$ cat src/pkg/bxv_defines.svh
// constants for the 18-bit two-way bus transceiver block
// assumes inclusion by bare name from the package and the design file
`ifndef BXV_DEFINES_SVH
`define BXV_DEFINES_SVH

`define BXV_DATA_W 18
`define BXV_FIFO_DEPTH 8
`define BXV_DIR_FWD 0
`define BXV_DIR_REV 1
`define BXV_CTL_OE_N 0
`define BXV_CTL_LE 1
`define BXV_CTL_CLK 2
`define BXV_CTL_GATE_N 3
`define BXV_CTL_W 4
`define BXV_CTL_RESET 4'h1
`define BXV_ADDR_W 8
`define BXV_REG_CTRL 8'h00
`define BXV_REG_STATUS 8'h04
`define BXV_REG_LOG 8'h08
`define BXV_REG_FWD_STORE 8'h0C
`define BXV_REG_REV_STORE 8'h10
`define BXV_CTRL_LOG_EN 0
`define BXV_STATUS_OVF 0
`define BXV_STATUS_COUNT_LSB 8
`define BXV_STATUS_FWD_MODE_LSB 16
`define BXV_STATUS_REV_MODE_LSB 20
`define BXV_RESET_WORD 32'h0000_0000

`endif

$ cat src/pkg/bxv_pkg.sv
// types for the 18-bit two-way bus transceiver block
// assumes the constants header sits beside it on the include path
`include "bxv_defines.svh"

package bxv_pkg;
	typedef logic [`BXV_DATA_W-1:0] bxv_word_t;
	typedef logic [`BXV_ADDR_W-1:0] bxv_addr_t;
	typedef enum logic [1:0] {BXV_PASS, BXV_HOLD, BXV_CLOCKED, BXV_GATED} bxv_mode_t;
endpackage

$ cat src/logic/bxv_transceiver.sv
// 18-bit two-way bus transceiver with per-direction latch/flip-flop storage,
// a capture log fifo and a small register port.
// assumes: pins and control inputs are asynchronous to REF_CLK; the pads
// resolve each bus from *_OUT and *_OE; register master obeys the plain port.
// Behaviour
// RULE_01: eighteen bits carried each way, separate controls per direction
// RULE_02: each direction uses only its own controls
// RULE_03: forward latch enable high passes data through
// RULE_04: latch low, steady clock holds stored data
// RULE_05: falling clock edge with gate low captures
// RULE_06: gate high blocks clock edges, output holds
// RULE_07: output enable low drives, high releases bus
// RULE_08: driver keeps clock high when latch falls
// RULE_09: reverse direction mirrors forward with own controls
// RULE_10: storage keeps working while outputs released
`include "bxv_defines.svh"
`timescale 1ns/1ps
`default_nettype none

module bxv_fifo #(
	parameter int W = `BXV_DATA_W,
	parameter int DEPTH = `BXV_FIFO_DEPTH
) (
	input wire logic clk,
	input wire logic rst_b,
	input wire logic in_valid,
	output logic in_ready,
	input wire logic [W-1:0] in_data,
	output logic out_valid,
	input wire logic out_ready,
	output logic [W-1:0] out_data,
	output logic [$clog2(DEPTH+1)-1:0] count
);
	localparam int AW = $clog2(DEPTH);
	localparam int CW = $clog2(DEPTH + 1);
	logic [W-1:0] mem_reg [DEPTH];
	logic [W-1:0] mem_next [DEPTH];
	logic [AW-1:0] wr_reg, wr_next, rd_reg, rd_next;
	logic [CW-1:0] cnt_reg, cnt_next;
	logic push, pop;

	function automatic logic [AW-1:0] bump(input logic [AW-1:0] p);
		bump = (p == AW'(DEPTH - 1)) ? '0 : AW'(p + 1'b1);
	endfunction

	assign in_ready = (cnt_reg != CW'(DEPTH));
	assign out_valid = (cnt_reg != '0);
	assign out_data = mem_reg[rd_reg];
	assign count = cnt_reg;
	assign push = in_valid && in_ready;
	assign pop = out_valid && out_ready;

	always_comb begin
		mem_next = mem_reg;
		wr_next = wr_reg;
		rd_next = rd_reg;
		cnt_next = cnt_reg;
		if (push) begin
			mem_next[wr_reg] = in_data;
			wr_next = bump(wr_reg);
		end
		if (pop) begin
			rd_next = bump(rd_reg);
		end
		if (push && !pop) begin
			cnt_next = CW'(cnt_reg + 1'b1);
		end else if (pop && !push) begin
			cnt_next = CW'(cnt_reg - 1'b1);
		end
	end

	always_ff @(posedge clk) begin
		if (!rst_b) begin
			wr_reg <= '0;
			rd_reg <= '0;
			cnt_reg <= '0;
			for (int i = 0; i < DEPTH; i++) begin
				mem_reg[i] <= '0;
			end
		end else begin
			wr_reg <= wr_next;
			rd_reg <= rd_next;
			cnt_reg <= cnt_next;
			mem_reg <= mem_next;
		end
	end
endmodule

module bxv_transceiver #(
	parameter int DATA_W = `BXV_DATA_W,
	parameter int LOG_DEPTH = `BXV_FIFO_DEPTH
) (
	input wire logic REF_CLK,
	input wire logic RST_B,
	input wire logic [DATA_W-1:0] A_IN,
	output logic [DATA_W-1:0] A_OUT,
	output logic A_OE,
	input wire logic [DATA_W-1:0] B_IN,
	output logic [DATA_W-1:0] B_OUT,
	output logic B_OE,
	input wire logic FWD_OUTPUT_ENABLE_N,
	input wire logic FWD_TRANSPARENT_ENABLE,
	input wire logic FWD_CAPTURE_CLOCK,
	input wire logic FWD_CAPTURE_GATE_N,
	input wire logic REV_OUTPUT_ENABLE_N,
	input wire logic REV_TRANSPARENT_ENABLE,
	input wire logic REV_CAPTURE_CLOCK,
	input wire logic REV_CAPTURE_GATE_N,
	input wire bxv_pkg::bxv_addr_t REG_ADDR,
	input wire logic [31:0] REG_WDATA,
	input wire logic REG_WR,
	input wire logic REG_RD,
	output logic [31:0] REG_RDATA
);
	import bxv_pkg::*;

	logic [DATA_W-1:0] din_pin [2];
	logic [`BXV_CTL_W-1:0] ctl_pin [2];
	logic [DATA_W-1:0] store_w [2];
	logic [DATA_W-1:0] dout_w [2];
	logic [DATA_W-1:0] din_w [2];
	logic oe_w [2];
	logic cap_w [2];
	bxv_mode_t mode_w [2];

	assign din_pin[`BXV_DIR_FWD] = A_IN;
	assign din_pin[`BXV_DIR_REV] = B_IN;
	assign ctl_pin[`BXV_DIR_FWD] = {FWD_CAPTURE_GATE_N, FWD_CAPTURE_CLOCK,
		FWD_TRANSPARENT_ENABLE, FWD_OUTPUT_ENABLE_N};
	assign ctl_pin[`BXV_DIR_REV] = {REV_CAPTURE_GATE_N, REV_CAPTURE_CLOCK,
		REV_TRANSPARENT_ENABLE, REV_OUTPUT_ENABLE_N};

	// both directions are the same hardware; each sees only its own pins
	for (genvar d = 0; d < 2; d++) begin : g_dir
		logic [`BXV_CTL_W-1:0] ctl_s1_reg, ctl_s2_reg;
		logic [DATA_W-1:0] din_s1_reg, din_s2_reg;
		logic clk_prev_reg, clk_prev_next;
		logic [DATA_W-1:0] store_reg, store_next, dout_reg, dout_next;
		logic oe_reg, oe_next, le, gate_n, fall, cap;

		always_comb begin
			le = ctl_s2_reg[`BXV_CTL_LE];
			gate_n = ctl_s2_reg[`BXV_CTL_GATE_N];
			// edge seen on synchronised clock, so the capture clock must be
			// slower than a few REF_CLK periods per phase
			fall = clk_prev_reg && !ctl_s2_reg[`BXV_CTL_CLK];
			cap = !le && !gate_n && fall; // [RULE_05] [RULE_06]
			clk_prev_next = ctl_s2_reg[`BXV_CTL_CLK];
			store_next = store_reg; // [RULE_04]
			if (le || cap) begin
				store_next = din_s2_reg; // [RULE_03] [RULE_05] [RULE_10]
			end
			dout_next = store_next; // [RULE_01]
			oe_next = !ctl_s2_reg[`BXV_CTL_OE_N]; // [RULE_07]
		end

		always_ff @(posedge REF_CLK) begin
			if (!RST_B) begin
				// enable-low pin resets inactive so no bus is driven on release
				ctl_s1_reg <= `BXV_CTL_RESET;
				ctl_s2_reg <= `BXV_CTL_RESET;
				din_s1_reg <= '0;
				din_s2_reg <= '0;
				clk_prev_reg <= 1'b0;
				store_reg <= '0;
				dout_reg <= '0;
				oe_reg <= 1'b0;
			end else begin
				ctl_s1_reg <= ctl_pin[d]; // [RULE_02] [RULE_09]
				ctl_s2_reg <= ctl_s1_reg;
				din_s1_reg <= din_pin[d];
				din_s2_reg <= din_s1_reg;
				clk_prev_reg <= clk_prev_next;
				store_reg <= store_next;
				dout_reg <= dout_next;
				oe_reg <= oe_next;
			end
		end

		assign store_w[d] = store_reg;
		assign dout_w[d] = dout_reg;
		assign din_w[d] = din_s2_reg;
		assign oe_w[d] = oe_reg;
		assign cap_w[d] = cap;
		// clocked mode shows only in the cycle of the edge itself
		assign mode_w[d] = le ? BXV_PASS : (gate_n ? BXV_GATED :
			(fall ? BXV_CLOCKED : BXV_HOLD));
	end

	assign B_OUT = dout_w[`BXV_DIR_FWD];
	assign B_OE = oe_w[`BXV_DIR_FWD];
	assign A_OUT = dout_w[`BXV_DIR_REV];
	assign A_OE = oe_w[`BXV_DIR_REV];

	// capture log: forward clocked captures queued for software to read
	localparam int CW = $clog2(LOG_DEPTH + 1);
	logic log_en_reg, log_en_next, ovf_reg, ovf_next;
	logic [31:0] rdata_reg, rdata_next;
	logic log_push, log_ready, log_valid, log_pop;
	logic [DATA_W-1:0] log_data;
	logic [CW-1:0] log_count;

	bxv_fifo #(.W(DATA_W), .DEPTH(LOG_DEPTH)) u_log (
		.clk(REF_CLK),
		.rst_b(RST_B),
		.in_valid(log_push),
		.in_ready(log_ready),
		.in_data(din_w[`BXV_DIR_FWD]),
		.out_valid(log_valid),
		.out_ready(log_pop),
		.out_data(log_data),
		.count(log_count)
	);

	always_comb begin
		log_push = log_en_reg && cap_w[`BXV_DIR_FWD];
		log_pop = REG_RD && (REG_ADDR == `BXV_REG_LOG) && log_valid;
		log_en_next = log_en_reg;
		ovf_next = ovf_reg;
		rdata_next = `BXV_RESET_WORD;
		if (REG_WR && REG_ADDR == `BXV_REG_CTRL) begin
			log_en_next = REG_WDATA[`BXV_CTRL_LOG_EN];
		end
		if (REG_WR && REG_ADDR == `BXV_REG_STATUS && REG_WDATA[`BXV_STATUS_OVF]) begin
			ovf_next = 1'b0;
		end
		// a lost capture in the clearing cycle still sets the flag
		if (log_push && !log_ready) begin
			ovf_next = 1'b1;
		end
		if (REG_RD) begin
			case (REG_ADDR)
				`BXV_REG_CTRL: rdata_next[`BXV_CTRL_LOG_EN] = log_en_reg;
				`BXV_REG_STATUS: begin
					rdata_next[`BXV_STATUS_OVF] = ovf_reg;
					rdata_next[`BXV_STATUS_COUNT_LSB +: CW] = log_count;
					rdata_next[`BXV_STATUS_FWD_MODE_LSB +: 2] = mode_w[`BXV_DIR_FWD];
					rdata_next[`BXV_STATUS_REV_MODE_LSB +: 2] = mode_w[`BXV_DIR_REV];
				end
				`BXV_REG_LOG: begin
					if (log_valid) begin
						rdata_next[DATA_W-1:0] = log_data;
					end
				end
				`BXV_REG_FWD_STORE: rdata_next[DATA_W-1:0] = store_w[`BXV_DIR_FWD];
				`BXV_REG_REV_STORE: rdata_next[DATA_W-1:0] = store_w[`BXV_DIR_REV];
				default: rdata_next = `BXV_RESET_WORD;
			endcase
		end
	end

	always_ff @(posedge REF_CLK) begin
		if (!RST_B) begin
			log_en_reg <= 1'b0;
			ovf_reg <= 1'b0;
			rdata_reg <= `BXV_RESET_WORD;
		end else begin
			log_en_reg <= log_en_next;
			ovf_reg <= ovf_next;
			rdata_reg <= rdata_next;
		end
	end

	assign REG_RDATA = rdata_reg;
endmodule

`default_nettype wire

$ cat config.mk
export PLATFORM = sky130hd
export DESIGN_NAME = bxv_transceiver
export DESIGN_NICKNAME = d
export VERILOG_FILES = /design/src/pkg/bxv_pkg.sv /design/src/logic/bxv_transceiver.sv
export VERILOG_INCLUDE_DIRS = /design/src /design/src/pkg
export SDC_FILE = /design/constraint.sdc
export NUM_CORES = 1
export LEC_CHECK = 0
export ABC_AREA = 0
export CORE_MARGIN = 2
export CORE_UTILIZATION = 40
export CTS_CLUSTER_SIZE = 20
export DETAILED_ROUTE_END_ITERATION = 16
export DONT_BUFFER_PORTS = 1
export GPL_TIMING_DRIVEN = 0
export MAX_ROUTING_LAYER = met4
export PLACE_DENSITY = 0.58
export SLEW_MARGIN = 0
export SYNTH_ARGS = -nofsm -noshare
export SYNTH_HDL_FRONTEND = slang
export SYNTH_SLANG_ARGS = --single-unit
$ cat constraint.sdc
create_clock -name REF_CLK -period 4.65 [get_ports REF_CLK]
set_clock_uncertainty 0.2 [all_clocks]
set_input_delay 1.1625 -clock REF_CLK [delete_from_list [all_inputs] [get_ports REF_CLK]]
set_output_delay 1.1625 -clock REF_CLK [all_outputs]
set_load 0.01 [all_outputs]
Yosys cells after proc, flatten, opt, wreduce, memory -nomap -nowiden:

Cells that the tools add are included.

* multipliers: 0
* shift-type cells: 0
* reduce and logical (&&, ||, !) cells: 37
* equality and inequality tests: 7
* add/sub/neg operators: 4
* magnitude comparators: 3
* bitwise operators: 5
* divide/modulo/power cells: 0
* muxes and demuxes: 23

Operators with widths (number)
* bitwise mux 144 bit: 1
* 2-to-1 mux 18 bit: 4
* binary-select mux 18 bit (select 3 bit): 1
* demux 18 bit (select 3 bit): 1
* case mux 7 bit (3 select lines): 1
* logical AND 1 bit: 18
* == test 8 x 4 -> 1 bit (second input constant): 2
* case mux 4 bit (4 select lines): 1
* case mux 4 bit (3 select lines): 1
* zero test 1 bit: 11
* 2-to-1 mux 2 bit: 5
* == test 8 x 3 -> 1 bit (second input constant): 1
* == test 8 x 5 -> 1 bit (second input constant): 1
* >= comparator 4 bit (second input constant): 2
* zero test 8 bit: 1
* 2-to-1 mux 4 bit: 2
* NOT 3 -> 4 bit: 2
* case mux 2 bit (4 select lines): 1
* adder 3 x 1 -> 3 bit (second input constant): 2
* == test 3 bit (second input constant): 2
* 2-to-1 mux 3 bit: 2
* case mux 1 bit (5 select lines): 1
* adder 4 x 1 -> 4 bit (second input constant): 1
* < comparator 4 x 1 -> 1 bit (second input constant): 1
* 9 further kinds: 14

* memories kept: 0
* output and inout bits: 70
* register bits after elaboration: 316
* memory bits (read-only): 0
* RAM bits: 0
* bits in latches: 0

Longest topological paths before layout:

Gate-level depths: netlist (run 1).

* depth after elaboration: 9
* depth in mapped cells: 11
* mapped depth without buffers: 10

By module:

A second synthesis (run 1) with hierarchy kept.

* cells, all modules: 1221
* area total of the unflattened synthesis: 12255.5 um^2

By module, submodules not included
* bxv_fifo: area an instance 7245.7 um^2, sequential area each 3083.0 um^2, cells each 742, times used 1
* bxv_transceiver: area an instance 5009.8 um^2, sequential area each 3002.9 um^2, cells each 479, times used 1

Worst setup path before layout (run 1):

No wires, ideal clock.

* path kind: input to register
* start: in REG_ADDR[1]
* end: reg u_log.cnt_reg[3] (netlist: u_log.count[3])
* arrival: 3289 ps
* stages: 11
* setup time: 72 ps
* path slack: 1089 ps
* path buffers: 1
* cells stage by stage: or3_1 -> buf_2 -> nor3_1 -> nand3_1 -> ha_1 -> inv_1 -> ha_1 -> a21oi_1 -> a211oi_1 -> a31oi_1 -> mux2i_1

* longest elaborated chain between the ends: 7
* elaborated cells on any way between the ends: 9
* those cells by class: eq/ne (1); mux (1); reduce/logical (7)

RTL lines
* start, declared: RTL line bxv_transceiver.sv:109 `input wire bxv_pkg::bxv_addr_t REG_ADDR,`
* == test 8 x 4 -> 1 bit *
* logical AND 1 bit * (2 in a row): RTL line bxv_transceiver.sv:217 `` log_pop = REG_RD && (REG_ADDR == `BXV_REG_LOG) && log_valid; ``
* logical AND 1 bit *: RTL line bxv_transceiver.sv:51 `assign pop = out_valid && out_ready;`
* zero test 1 bit: RTL line bxv_transceiver.sv:65 `if (push && !pop) begin`
* logical AND 1 bit: RTL line bxv_transceiver.sv:65
* 2-to-1 mux 4 bit or nonzero test 2 bit (tied branches)
* end signal, assigned: RTL line bxv_transceiver.sv:83 `cnt_reg <= cnt_next;`
* end, declared: RTL line bxv_transceiver.sv:39 `logic [CW-1:0] cnt_reg, cnt_next;`

Mark *: on every way between the ends. The rest lies on a longest branch, timed or not.
A chain may end at the register's enable or synchronous reset.

Final worst setup path (run 1):

Ends and elaborated chain as after synthesis.

==> key figures, run 1 <==
Route
  – Final wirelength: between 30,000 and 40,000 um
  – Vias per cell: roughly 5.5
  – Initial DRC count: 730
  – Pre-antenna DRT Iters: 5
  – Routed vias: 8,520
  – DRC viols: 0
  – Wire per inst: approximately 20 um
  – Routed Antenna Nets: 0

Power
  – Share of power burned in registers: 0.501
  – Comb pwr share: 0.028
  – VDD IR-drop max: 0.0003074 V
  – Internal: approximately 4.2 mW
  – Clock network power share: 0.471
  – Pwr dens: between 400 and 500 nW/um2
  – Switching Power: around 1.2 mW
  – Switch share: 0.2180
  – Static leakage: 4.358 nW

Worst setup path
  – WS Path Type: primary input to register
  – Worst path cell trace: or3_1 > buf_2 > nor3_1 > nand3_1 > ha_1 > inv_1 > ha_1 > a21oi_1 > a211oi_1 > a31oi_1 > mux2i_1
  – FF-to-FF setup slack: between 1 and 1.5 ns
  – Critical Path RT: 4.95 ns
  – CP max stage delay: 0.48 ns
  – R2R depth: 11
  – Crit path max fanout: 5
  – Arr. time, crit path: approximately 3.8 ns
  – CP most frequent cell: ha_1
  – Critical-path top delay cell: nor3_1
  – Crit start category: primary input
  – Worst r2r src: u_log.count[0]
  – Worst r2r dst: u_log.count[3]
  – Nature of the critical path endpoint: register

Timing
  – Fin worst setup slack: roughly 1.2 ns
  – Final cycle utilization of the critical path: 0.7433
  – Final min period: around 3.5 ns
  – Achievable clock frequency: around 290 MHz
  – Final hold violation count: 0
  – Unrepaired setup endpoints after global routing: no
  – Final count of negative-setup-slack endpoints: 0
  – TNS Setup: 0 ns
  – Fin. max-slew vios: 0
  – Worst slew pin tran: around 1.2 ns
  – Worst slew margin: 0.1988

Job
  – Max-cap violations: 0

Min path
  – Hold EP: A_OE
  – Tightest Hold Check Type: register to register
  – Hold path start: g_dir[1].ctl_s2_reg[0]
  – Hold path cells: 1

Finish
  – Layout Cells excl Fill: roughly 1,600
  – Number of flip-flops in the largest register: roughly 140
  – Filler Cell Count: ~2,600
  – Layout cells sized above 1: 0.1106
  – Area Overhead vs Synth: 13.93%
  – Post-route cell area: 12,620 um2
  – NumNets Final: 1,257

Clocking
  – Clock Path Buffers: 3
  – Clock latency on the worst-skew pair: 0.57 ns
  – CTS tree: done
  – Hold Buf Count CTS: 0
  – Clk slew on worst S/H paths: about 0.060 ns
  – Clock Tree Root: clkbuf_16
  – # resized after CTS: 0
  – Clk sinks: between 300 and 400
  – Post-CTS Setup Bufs: 0
  – Total CTS buffers: 31
  – Htree depth: 1

Place
  – Post-DP HPWL: 22,580 um
  – DP Cell Count: 1,500
  – I/O Buffers: 0
  – Area post-placement: between 10,000 and 15,000 um2
  – Place WS: about 0.66 ns
  – GP Congestion: roughly 0.83

Floorplan
  – Die height: 170.4 um
  – Rows: 60
  – CORE AREA: about 27,000 um2
  – Die width: 170.4 um
  – Die ar.: 29,050 um2
  – Top Ports: 158
  – Initial core utilization: 0.4089

Synthesis
  – Synth Register Bits: between 300 and 400
  – Post-synth EDFFs: 0
  – Avg Inst Size Synth: around 10 um2
  – Post-synthesis sequential area ratio: 0.5492
  – Synth cell types: 50
  – Post-Synthesis Cells: around 1,100
  – Synth Area in Compound Gates: 0.1121
  – Post-synthesis mux area share: 0.09846
  – Yosys warning total: 0
  – Mapped Area: between 10,000 and 15,000 um2
  – Area share of and/or/nand/nor cells after synthesis: 0.1863
  – FFs w/ async S/R, synth: 0
  – Synth Area in Adders: 0.009711
  – XOR/XNOR share of the synthesized area: 0.001581
  – Largest family of logic cells by synthesized area: simple AND/OR/NAND/NOR gates
  – Top_reg_cell synth: dfxtp_1

Global route
  – Gr usage total: 0.2228
  – Vias in the first global route: about 7,600
  – Largest net degree at the start of global routing: 16
  – First-pass GRT wire length: roughly 48,000 um
  – Grt total ovfl: 0
  – Initial antenna violation count: 2

Run status
  – Status: complete, no violations
final cells by class:
type	count	area [um2]	area share
Antenna cell	2	5.005	0.0003964
Clock buffer	44	914.6	0.07245
Inverter	6	22.52	0.001784
Tap cell	372	465.4	0.03687
Sequential cell	304	6086	0.4821
Clock inverter	12	117.6	0.009316
Multi-Input combinational cell	721	4568	0.3618
Buffer	97	445.4	0.03528
layer usage:
metal  wire [um]  track usage
met3        2248      0.03093
met4         953      0.06466
met5           0            -
met1       14480       0.3181
met2       14070       0.3298
cells in the mapped netlist, types with 2 or more instances:
master | n | area share
mux2i_1 | 28 | 0.025
mux4_2 | 36 | 0.073
buf_4 | 12 | 0.0081
buf_1 | 2 | 0.00068
buf_2 | 23 | 0.010
or3_1 | 3 | 0.0017
and3b_1 | 3 | 0.0024
clkbuf_1 | 59 | 0.020
nor2_1 | 15 | 0.0051
a22oi_1 | 9 | 0.0061
inv_1 | 6 | 0.0020
dfxtp_1 | 304 | 0.55
nor2b_1 | 2 | 0.0011
and2_1 | 85 | 0.048
nor3b_1 | 6 | 0.0041
nand3_1 | 150 | 0.068
nor3_1 | 6 | 0.0027
o22ai_1 | 6 | 0.0034
o21ai_0 | 158 | 0.071
a32oi_1 | 2 | 0.0016
nand2b_1 | 7 | 0.0040
o221ai_1 | 2 | 0.0016
nand2_1 | 103 | 0.035
nand4_1 | 10 | 0.0056
ha_1 | 7 | 0.0079
a21oi_1 | 49 | 0.022
layout by cell type, fill, tap and decap left out, drive strengths merged, types with 8 or more instances in the layout:
master    n
nor2     15
nand3   150
mux4     36
conb     12
clkinv    8
a21oi    49
dfxtp   304
nand4    10
inv       8
o21ai   158
and2     85
mux2i    28
clkbuf  103
a22oi     9
nand2   103
buf      38
critical path: cells and delay by family:
family / cells / cell delay, ns
muxes: 1 / 0.19
buffers and inverters: 2 / 0.32
AOI/OAI and AO/OA: 3 / 0.47
and+or+nand+nor: 3 / 1.02
adders and majority gates: 2 / 0.57
power groups by stage:
stage | clock (mW) | combinational [mW] | sequential, mW
2_1_floorplan | 0 | 0.0996 | 2.72
4_1_cts | 2.54 | 0.149 | 2.67
6_report | 2.50 | 0.151 | 2.67
3_5_place_dp | 0 | 0.148 | 2.72
3_3_place_gp | 0 | 0.147 | 2.72
5_1_grt | 2.64 | 0.166 | 2.67
logic make-up (layout without fill, tap and decap cells):
family	count (synthesis)	after routing
XOR/XNOR	2	2
AO/OA/AOI/OAI	234	234
flip-flops	304	304
multiplexers	64	64
buffers and inverters	103	159
AND/OR/NAND/NOR	401	401
adder cells (fa/ha/maj)	8	8
other	1	14
stage by stage:
stage	util	power, mW	hold slack [ns]
detailed placement	0.4276	2.872	0.1735
finish	0.4658	5.321	0.1785
CTS	0.4657	5.352	0.1825
global placement	0.4276	2.870	0.1685
floorplan	-	2.816	0.1627
global route	0.4658	5.477	0.1940
worst max path at each step:
stage | endpoint | slack, ns | cells after the start | from
3_5_place_dp | u_log.count[3] | 0.66 | 11 | REG_ADDR[1]
5_1_grt | u_log.count[3] | 1.06 | 11 | REG_ADDR[1]
4_1_cts | u_log.count[3] | 1.24 | 11 | REG_ADDR[1]
6_report | u_log.count[3] | 1.19 | 11 | REG_ADDR[1]
2_1_floorplan | u_log.count[3] | 1.09 | 11 | REG_ADDR[1]
3_3_place_gp | u_log.count[3] | 0.68 | 11 | REG_ADDR[1]
Power figures use the tool's default switching activity.
==> run 2: changes to the inputs <==
Settings changed: PLACE_DENSITY 0.58 to 0.6.
Clock period 4.65 ns to 3.11 ns, I/O delays scaled along.
==> run 2 against run 1 <==
Compared with the run above:
- register-to-register slack worse by 1.1 ns
- highest routed layer unchanged
- sequential power increased by 49%
- combinational power rose by 48%
- critical path depth fell by 5
- non-clock buffer count unchanged
- critical path type unchanged
==> key figures, run 2 (same netlist as run 1, synthesis figures left out) <==
Timing
  – Final min period: 3.025 ns
  – Achievable clock frequency: roughly 330 MHz
  – Unrepaired setup endpoints after global routing: no
  – Worst slew pin tran: about 1.2 ns
  – Final hold violation count: 0
  – Fin. max-slew vios: 0
  – Final cycle utilization of the critical path: 0.9726
  – Final count of negative-setup-slack endpoints: 0
  – Worst slew margin: 0.1876
  – TNS Setup: 0 ns

Power
  – VDD IR-drop max: between 0.0004 and 0.0005 V
  – Comb pwr share: 0.027
  – Switch share: 0.2135
  – Share of power burned in registers: 0.488
  – Internal: between 6 and 7 mW
  – Clock network power share: 0.485
  – Switching Power: approximately 1.7 mW
  – Pwr dens: 642.5 nW/um2
  – Static leakage: about 4.4 nW

Finish
  – Final core occ: 0.4696
  – Area Overhead vs Synth: 14.85%
  – Reg area: 6090 um2
  – Most frequent cells in the layout: dfxtp_1 (301), o21ai_0 (158), nand3_1 (149)
  – Layout cells sized above 1: 0.1197
  – NumNets Final: about 1,300
  – Area of the multi-input gates: between 4000 and 5000 um2
  – Ant. Diodes: 0
  – Filler Cell Count: about 2,600
  – Number of flip-flops in the largest register: between 100 and 150
  – Commonest non-fill, non-tap cell in the layout: dfxtp_1

Floorplan
  – CORE AREA: between 20,000 and 30,000 um2
  – Die height: between 150 and 200 um
  – Initial core utilization: 0.4089
  – Top Ports: ~160
  – Rows: 60
  – Die width: between 150 and 200 um
  – Die ar.: 29,050 um2

Global route
  – Gr usage total: 0.2243
  – Initial antenna violation count: 0
  – Largest net degree at the start of global routing: 16
  – Vias in the first global route: approximately 8,000
  – First-pass GRT wire length: between 40,000 and 50,000 um
  – Grt total ovfl: 0

Worst setup path
  – Critical Path RT: roughly 3.3 ns
  – FF-to-FF setup slack: 0.22 ns
  – Arr. time, crit path: 3.26 ns
  – Crit start category: primary input
  – CP max stage delay: 1.00 ns
  – Critical-path top delay cell: nor3b_1
  – Nature of the critical path endpoint: register
  – Crit path max fanout: 10
  – Worst path cell trace: buf_2 > nor3b_1 > nor3b_1 > clkbuf_1 > a22oi_1 > o21ai_0
  – WS Path Type: primary input to register
  – CP most frequent cell: nor3b_1

Clocking
  – Clk sinks: 304
  – Total CTS buffers: 31
  – CTS tree: done
  – Clock Tree Root: clkbuf_16
  – Clk slew on worst S/H paths: around 0.06 ns
  – Clock Path Buffers: 3
  – Clock latency on the worst-skew pair: roughly 0.57 ns
  – Htree depth: 1

Place
  – I/O Buffers: 0
  – GP Congestion: 0.8425
  – Post-DP HPWL: 22,500 um

Min path
  – Tightest Hold Check Type: primary input to register

Route
  – DRC viols: 0
  – Wire per inst: 20.13 um
  – Routed Antenna Nets: 0
  – Vias per cell: 5.451
  – Initial DRC count: ~710
  – Pre-antenna DRT Iters: 5
  – Routed vias: 8,492
  – Final wirelength: approximately 31,000 um

Job
  – Max-cap violations: 0

Run status
  – Status: complete, no violations
run 2: changes by cell type in the layout (fill, tap and decap cells not counted), sizes merged:
cell,change
bufinv,+3
clkbuf,-2
clkinv,-1
clkinvlp,+3
diode,-2
inv,-1
run 2: per-layer routing:
| layer | GRT usage | share of wire | vias up |
|---|---|---|---|
| li1 | - | - | 3999 |
| met1 | 0.3160 | 0.45 | 4152 |
| met2 | 0.3335 | 0.45 | 288 |
| met3 | 0.03953 | 0.074 | 53 |
| met4 | 0.05871 | 0.024 | 0 |
| met5 | - | 0 | - |
run 2: worst paths after layout:
path / from / to / depth (start not counted)
max: REG_ADDR[3] / REG_RDATA[3] / 6
min reg2reg: g_dir[1].ctl_s2_reg[0] / A_OE / 1
max reg2reg: u_log.rd_reg[0] / REG_RDATA[14] / 5
min: FWD_OUTPUT_ENABLE_N / g_dir[0].ctl_s1_reg[0] / 1
run 2: per-stage QoR:
step	worst slack (ns)	cells	hold WS [ns]	cell area [um2]	total power, mW
2_1_floorplan	0.04517	1128	0.1627	11130	4.211
3_3_place_gp	-0.3708	1500	0.1669	11590	4.291
3_5_place_dp	-0.4041	1500	0.1670	11590	4.293
4_1_cts	0.03031	1558	0.1174	12710	8.225
5_1_grt	0.02191	1558	0.1103	12730	8.457
6_report	0.08533	1558	0.1290	12730	8.177
run 2: critical path, delay by kind of cell:
kind | cells | cell delay [ns]
compound gates | 2 | 0.47
buf+inv | 2 | 0.66
simple gates | 2 | 1.34
run 2: timing repair:
item	in CTS	in global routing
pin swaps	0	0
setup endpoints to repair	1	1
hold buffers	0	0
setup buffers	0	0
resized for setup	3	8
run 2: layout make-up:
type | instances | area share
well taps | 372 | 0.03657
clock inverters | 16 | 0.01730
multi-input cells | 721 | 0.3608
plain buffers | 97 | 0.03530
inverters | 6 | 0.001770
flip-flops and latches | 304 | 0.4785
clock buffers | 42 | 0.06971
run 2: power groups by stage:
stage / sequential (mW) / clock (mW) / combinational [mW]
finish: 3.99 / 3.97 / 0.223
floorplan: 4.06 / 0 / 0.149
global route: 3.99 / 4.22 / 0.245
global placement: 4.07 / 0 / 0.218
detailed placement: 4.07 / 0 / 0.220
CTS: 3.99 / 4.02 / 0.220
==> run 3: changes to the inputs <==
Settings changed: CELL_PAD_IN_SITES_DETAIL_PLACEMENT set to 0, CELL_PAD_IN_SITES_GLOBAL_PLACEMENT set to 2, CORE_UTILIZATION 40 to 36, PLACE_DENSITY 0.6 to 0.79.
==> run 3 against run 2 <==
Compared with the run above:
- cell area is essentially flat
- worst hold slack improved by 0.042 ns
- sequential power hardly changed
- register-to-register slack lost 0.097 ns
==> key figures, run 3 (same netlist as run 1, synthesis figures left out) <==
Clocking
  – Htree depth: 2
  – Clk slew on worst S/H paths: about 0.06 ns
  – Hold Buf Count CTS: 0
  – Clk sinks: slightly above 300
  – CTS tree: done
  – Clock latency on the worst-skew pair: slightly above 0.5 ns
  – Post-CTS Setup Bufs: 0
  – Clock Path Buffers: 3
  – Total CTS buffers: 34
  – Clock Tree Root: clkbuf_16

Floorplan
  – Top Ports: 158
  – Die ar.: about 32,000 um2
  – CORE AREA: 30,430 um2
  – Rows: 64
  – Die height: ~180 um
  – Initial core utilization: 0.3641
  – Die width: about 180 um

Global route
  – First-pass GRT wire length: between 50,000 and 60,000 um
  – Gr usage total: 0.2091
  – Largest net degree at the start of global routing: 15
  – Vias in the first global route: about 8,000
  – Initial antenna violation count: 6
  – Grt total ovfl: 0

Timing
  – Final hold violation count: 0
  – Achievable clock frequency: 334.7 MHz
  – Fin. max-slew vios: 0
  – Final count of negative-setup-slack endpoints: 0
  – Worst slew margin: 0.2621
  – Worst slew pin tran: roughly 1.1 ns
  – Fin worst setup slack: ~0.12 ns
  – Final cycle utilization of the critical path: 0.9606
  – Unrepaired setup endpoints after global routing: no
  – Final min period: 2.987 ns

Worst setup path
  – R2R depth: 11
  – CP Depth: 11
  – Worst path cell trace: or4b_4 > buf_2 > nand3_2 > inv_1 > ha_1 > inv_2 > ha_1 > a21oi_1 > a211oi_1 > a31oi_1 > mux2i_1
  – Bufs and invs on worst path: 3
  – Cell family with most CP delay: simple AND/OR/NAND/NOR gates
  – Critical Path End: u_log.count[3]
  – Arr. time, crit path: 3.23 ns
  – FF-to-FF setup slack: roughly 0.12 ns
  – WS Path Type: register to register
  – Crit path max fanout: 10
  – Nature of the critical path endpoint: register
  – Critical Path RT: approximately 3.4 ns
  – Critical-path top delay cell: or4b_4
  – CP most frequent cell: ha_1
  – Worst r2r dst: u_log.count[3]
  – CP max stage delay: 0.54 ns
  – Critical Path Start: u_log.count[3]
  – Crit start category: register
  – Worst r2r src: u_log.count[3]

Place
  – GP Congestion: between 0.8 and 0.9
  – Post-DP HPWL: 24,130 um
  – I/O Buffers: 0
  – Place WS: -0.4095 ns

Finish
  – Most frequent cells in the layout: dfxtp_1 (302), o21ai_0 (158), nand3_1 (149)
  – Filler Cell Count: 3,074
  – Commonest non-fill, non-tap cell in the layout: dfxtp_1
  – Area Overhead vs Synth: 14.96%
  – NumNets Final: about 1,300
  – Number of flip-flops in the largest register: 144
  – Layout cells sized above 1: 0.1138
  – Final core occ: 0.4186

Power
  – Comb pwr share: 0.028
  – Switch share: 0.2182
  – Switching Power: approximately 1.8 mW
  – VDD IR-drop max: between 0.0004 and 0.0005 V
  – Clock network power share: 0.479
  – Static leakage: between 4 and 5 nW
  – Share of power burned in registers: 0.493
  – Internal: ~6.3 mW
  – Pwr dens: 635.3 nW/um2

Route
  – Pre-antenna DRT Iters: 5
  – Vias per cell: between 5 and 6
  – Routed Antenna Nets: 0
  – Routed vias: around 8,400
  – Initial DRC count: around 700
  – Wire per inst: roughly 21 um
  – Final wirelength: approximately 33,000 um
  – DRC viols: 0

Run status
  – Status: complete, no violations

Min path
  – Tightest Hold Check Type: primary input to register

Job
  – Max-cap violations: 0
==> run 3: worst min path at each step <==
stage	slack (ns)	startpoint	end	cells after the start
2_1_floorplan	0.16	g_dir[1].ctl_s2_reg[0]	A_OE	1
3_3_place_gp	0.17	g_dir[0].ctl_s2_reg[0]	B_OE	1
3_5_place_dp	0.17	g_dir[0].ctl_s2_reg[0]	B_OE	1
4_1_cts	0.15	FWD_OUTPUT_ENABLE_N	g_dir[0].ctl_s1_reg[0]	1
5_1_grt	0.16	REV_OUTPUT_ENABLE_N	g_dir[1].ctl_s1_reg[0]	1
6_report	0.17	FWD_OUTPUT_ENABLE_N	g_dir[0].ctl_s1_reg[0]	1
==> run 3: cell type report <==
class	instances	area, um2	share of cell area
flip-flops and latches	304	6088	0.4779
multi-input cells	721	4598	0.3610
clock buffers	53	1003	0.07877
well taps	396	495.5	0.03890
plain buffers	97	447.9	0.03516
clock inverters	5	67.56	0.005304
inverters	6	22.52	0.001768
diodes	6	15.01	0.001179
==> run 3: worst reg2reg max path, cell delays in order (launching register included) <==
cell and delay, ns:
dfxtp_1 0.42, or4b_4 0.54, buf_2 0.22, nand3_2 0.13, inv_1 0.10, ha_1 0.27, inv_2 0.12, ha_1 0.27
a21oi_1 0.18, a211oi_1 0.09, a31oi_1 0.19, mux2i_1 0.19
==> run 3: through the flow <==
stage | cells | setup TNS (ns) | hold slack, ns | instance area, um2 | total power [mW]
final | 1588 | 0 | 0.1714 | 12740 | 8.092
after floorplan | 1128 | 0 | 0.1627 | 11130 | 4.211
after CTS | 1582 | 0 | 0.1505 | 12700 | 8.161
after detailed placement | 1524 | -3.161 | 0.1698 | 11620 | 4.300
after global routing | 1588 | 0 | 0.1556 | 12740 | 8.366
after global placement | 1524 | -3.060 | 0.1713 | 11620 | 4.297
==> run 3: what timing repair did <==
item / CTS / global route
pin swaps: 0 / 0
resized for setup: 3 / 8
setup endpoints to repair: 3 / 5
==> run 3: power groups by stage <==
stage	Sequential [mW]	Combinational [mW]	Clock (mW)
detailed placement	4.07	0.227	0
floorplan	4.06	0.149	0
finish	3.99	0.230	3.88
global route	3.99	0.252	4.12
CTS	3.99	0.228	3.95
global placement	4.07	0.225	0
==> run 3: layer usage <==
layer | vias to the layer above | global-route usage | share of wire
met1 | 4147 | 0.2988 | 0.48
met2 | 212 | 0.3088 | 0.45
met4 | 0 | 0.05919 | 0.020
li1 | 4012 | - | -
met5 | - | - | 0
met3 | 40 | 0.02897 | 0.048
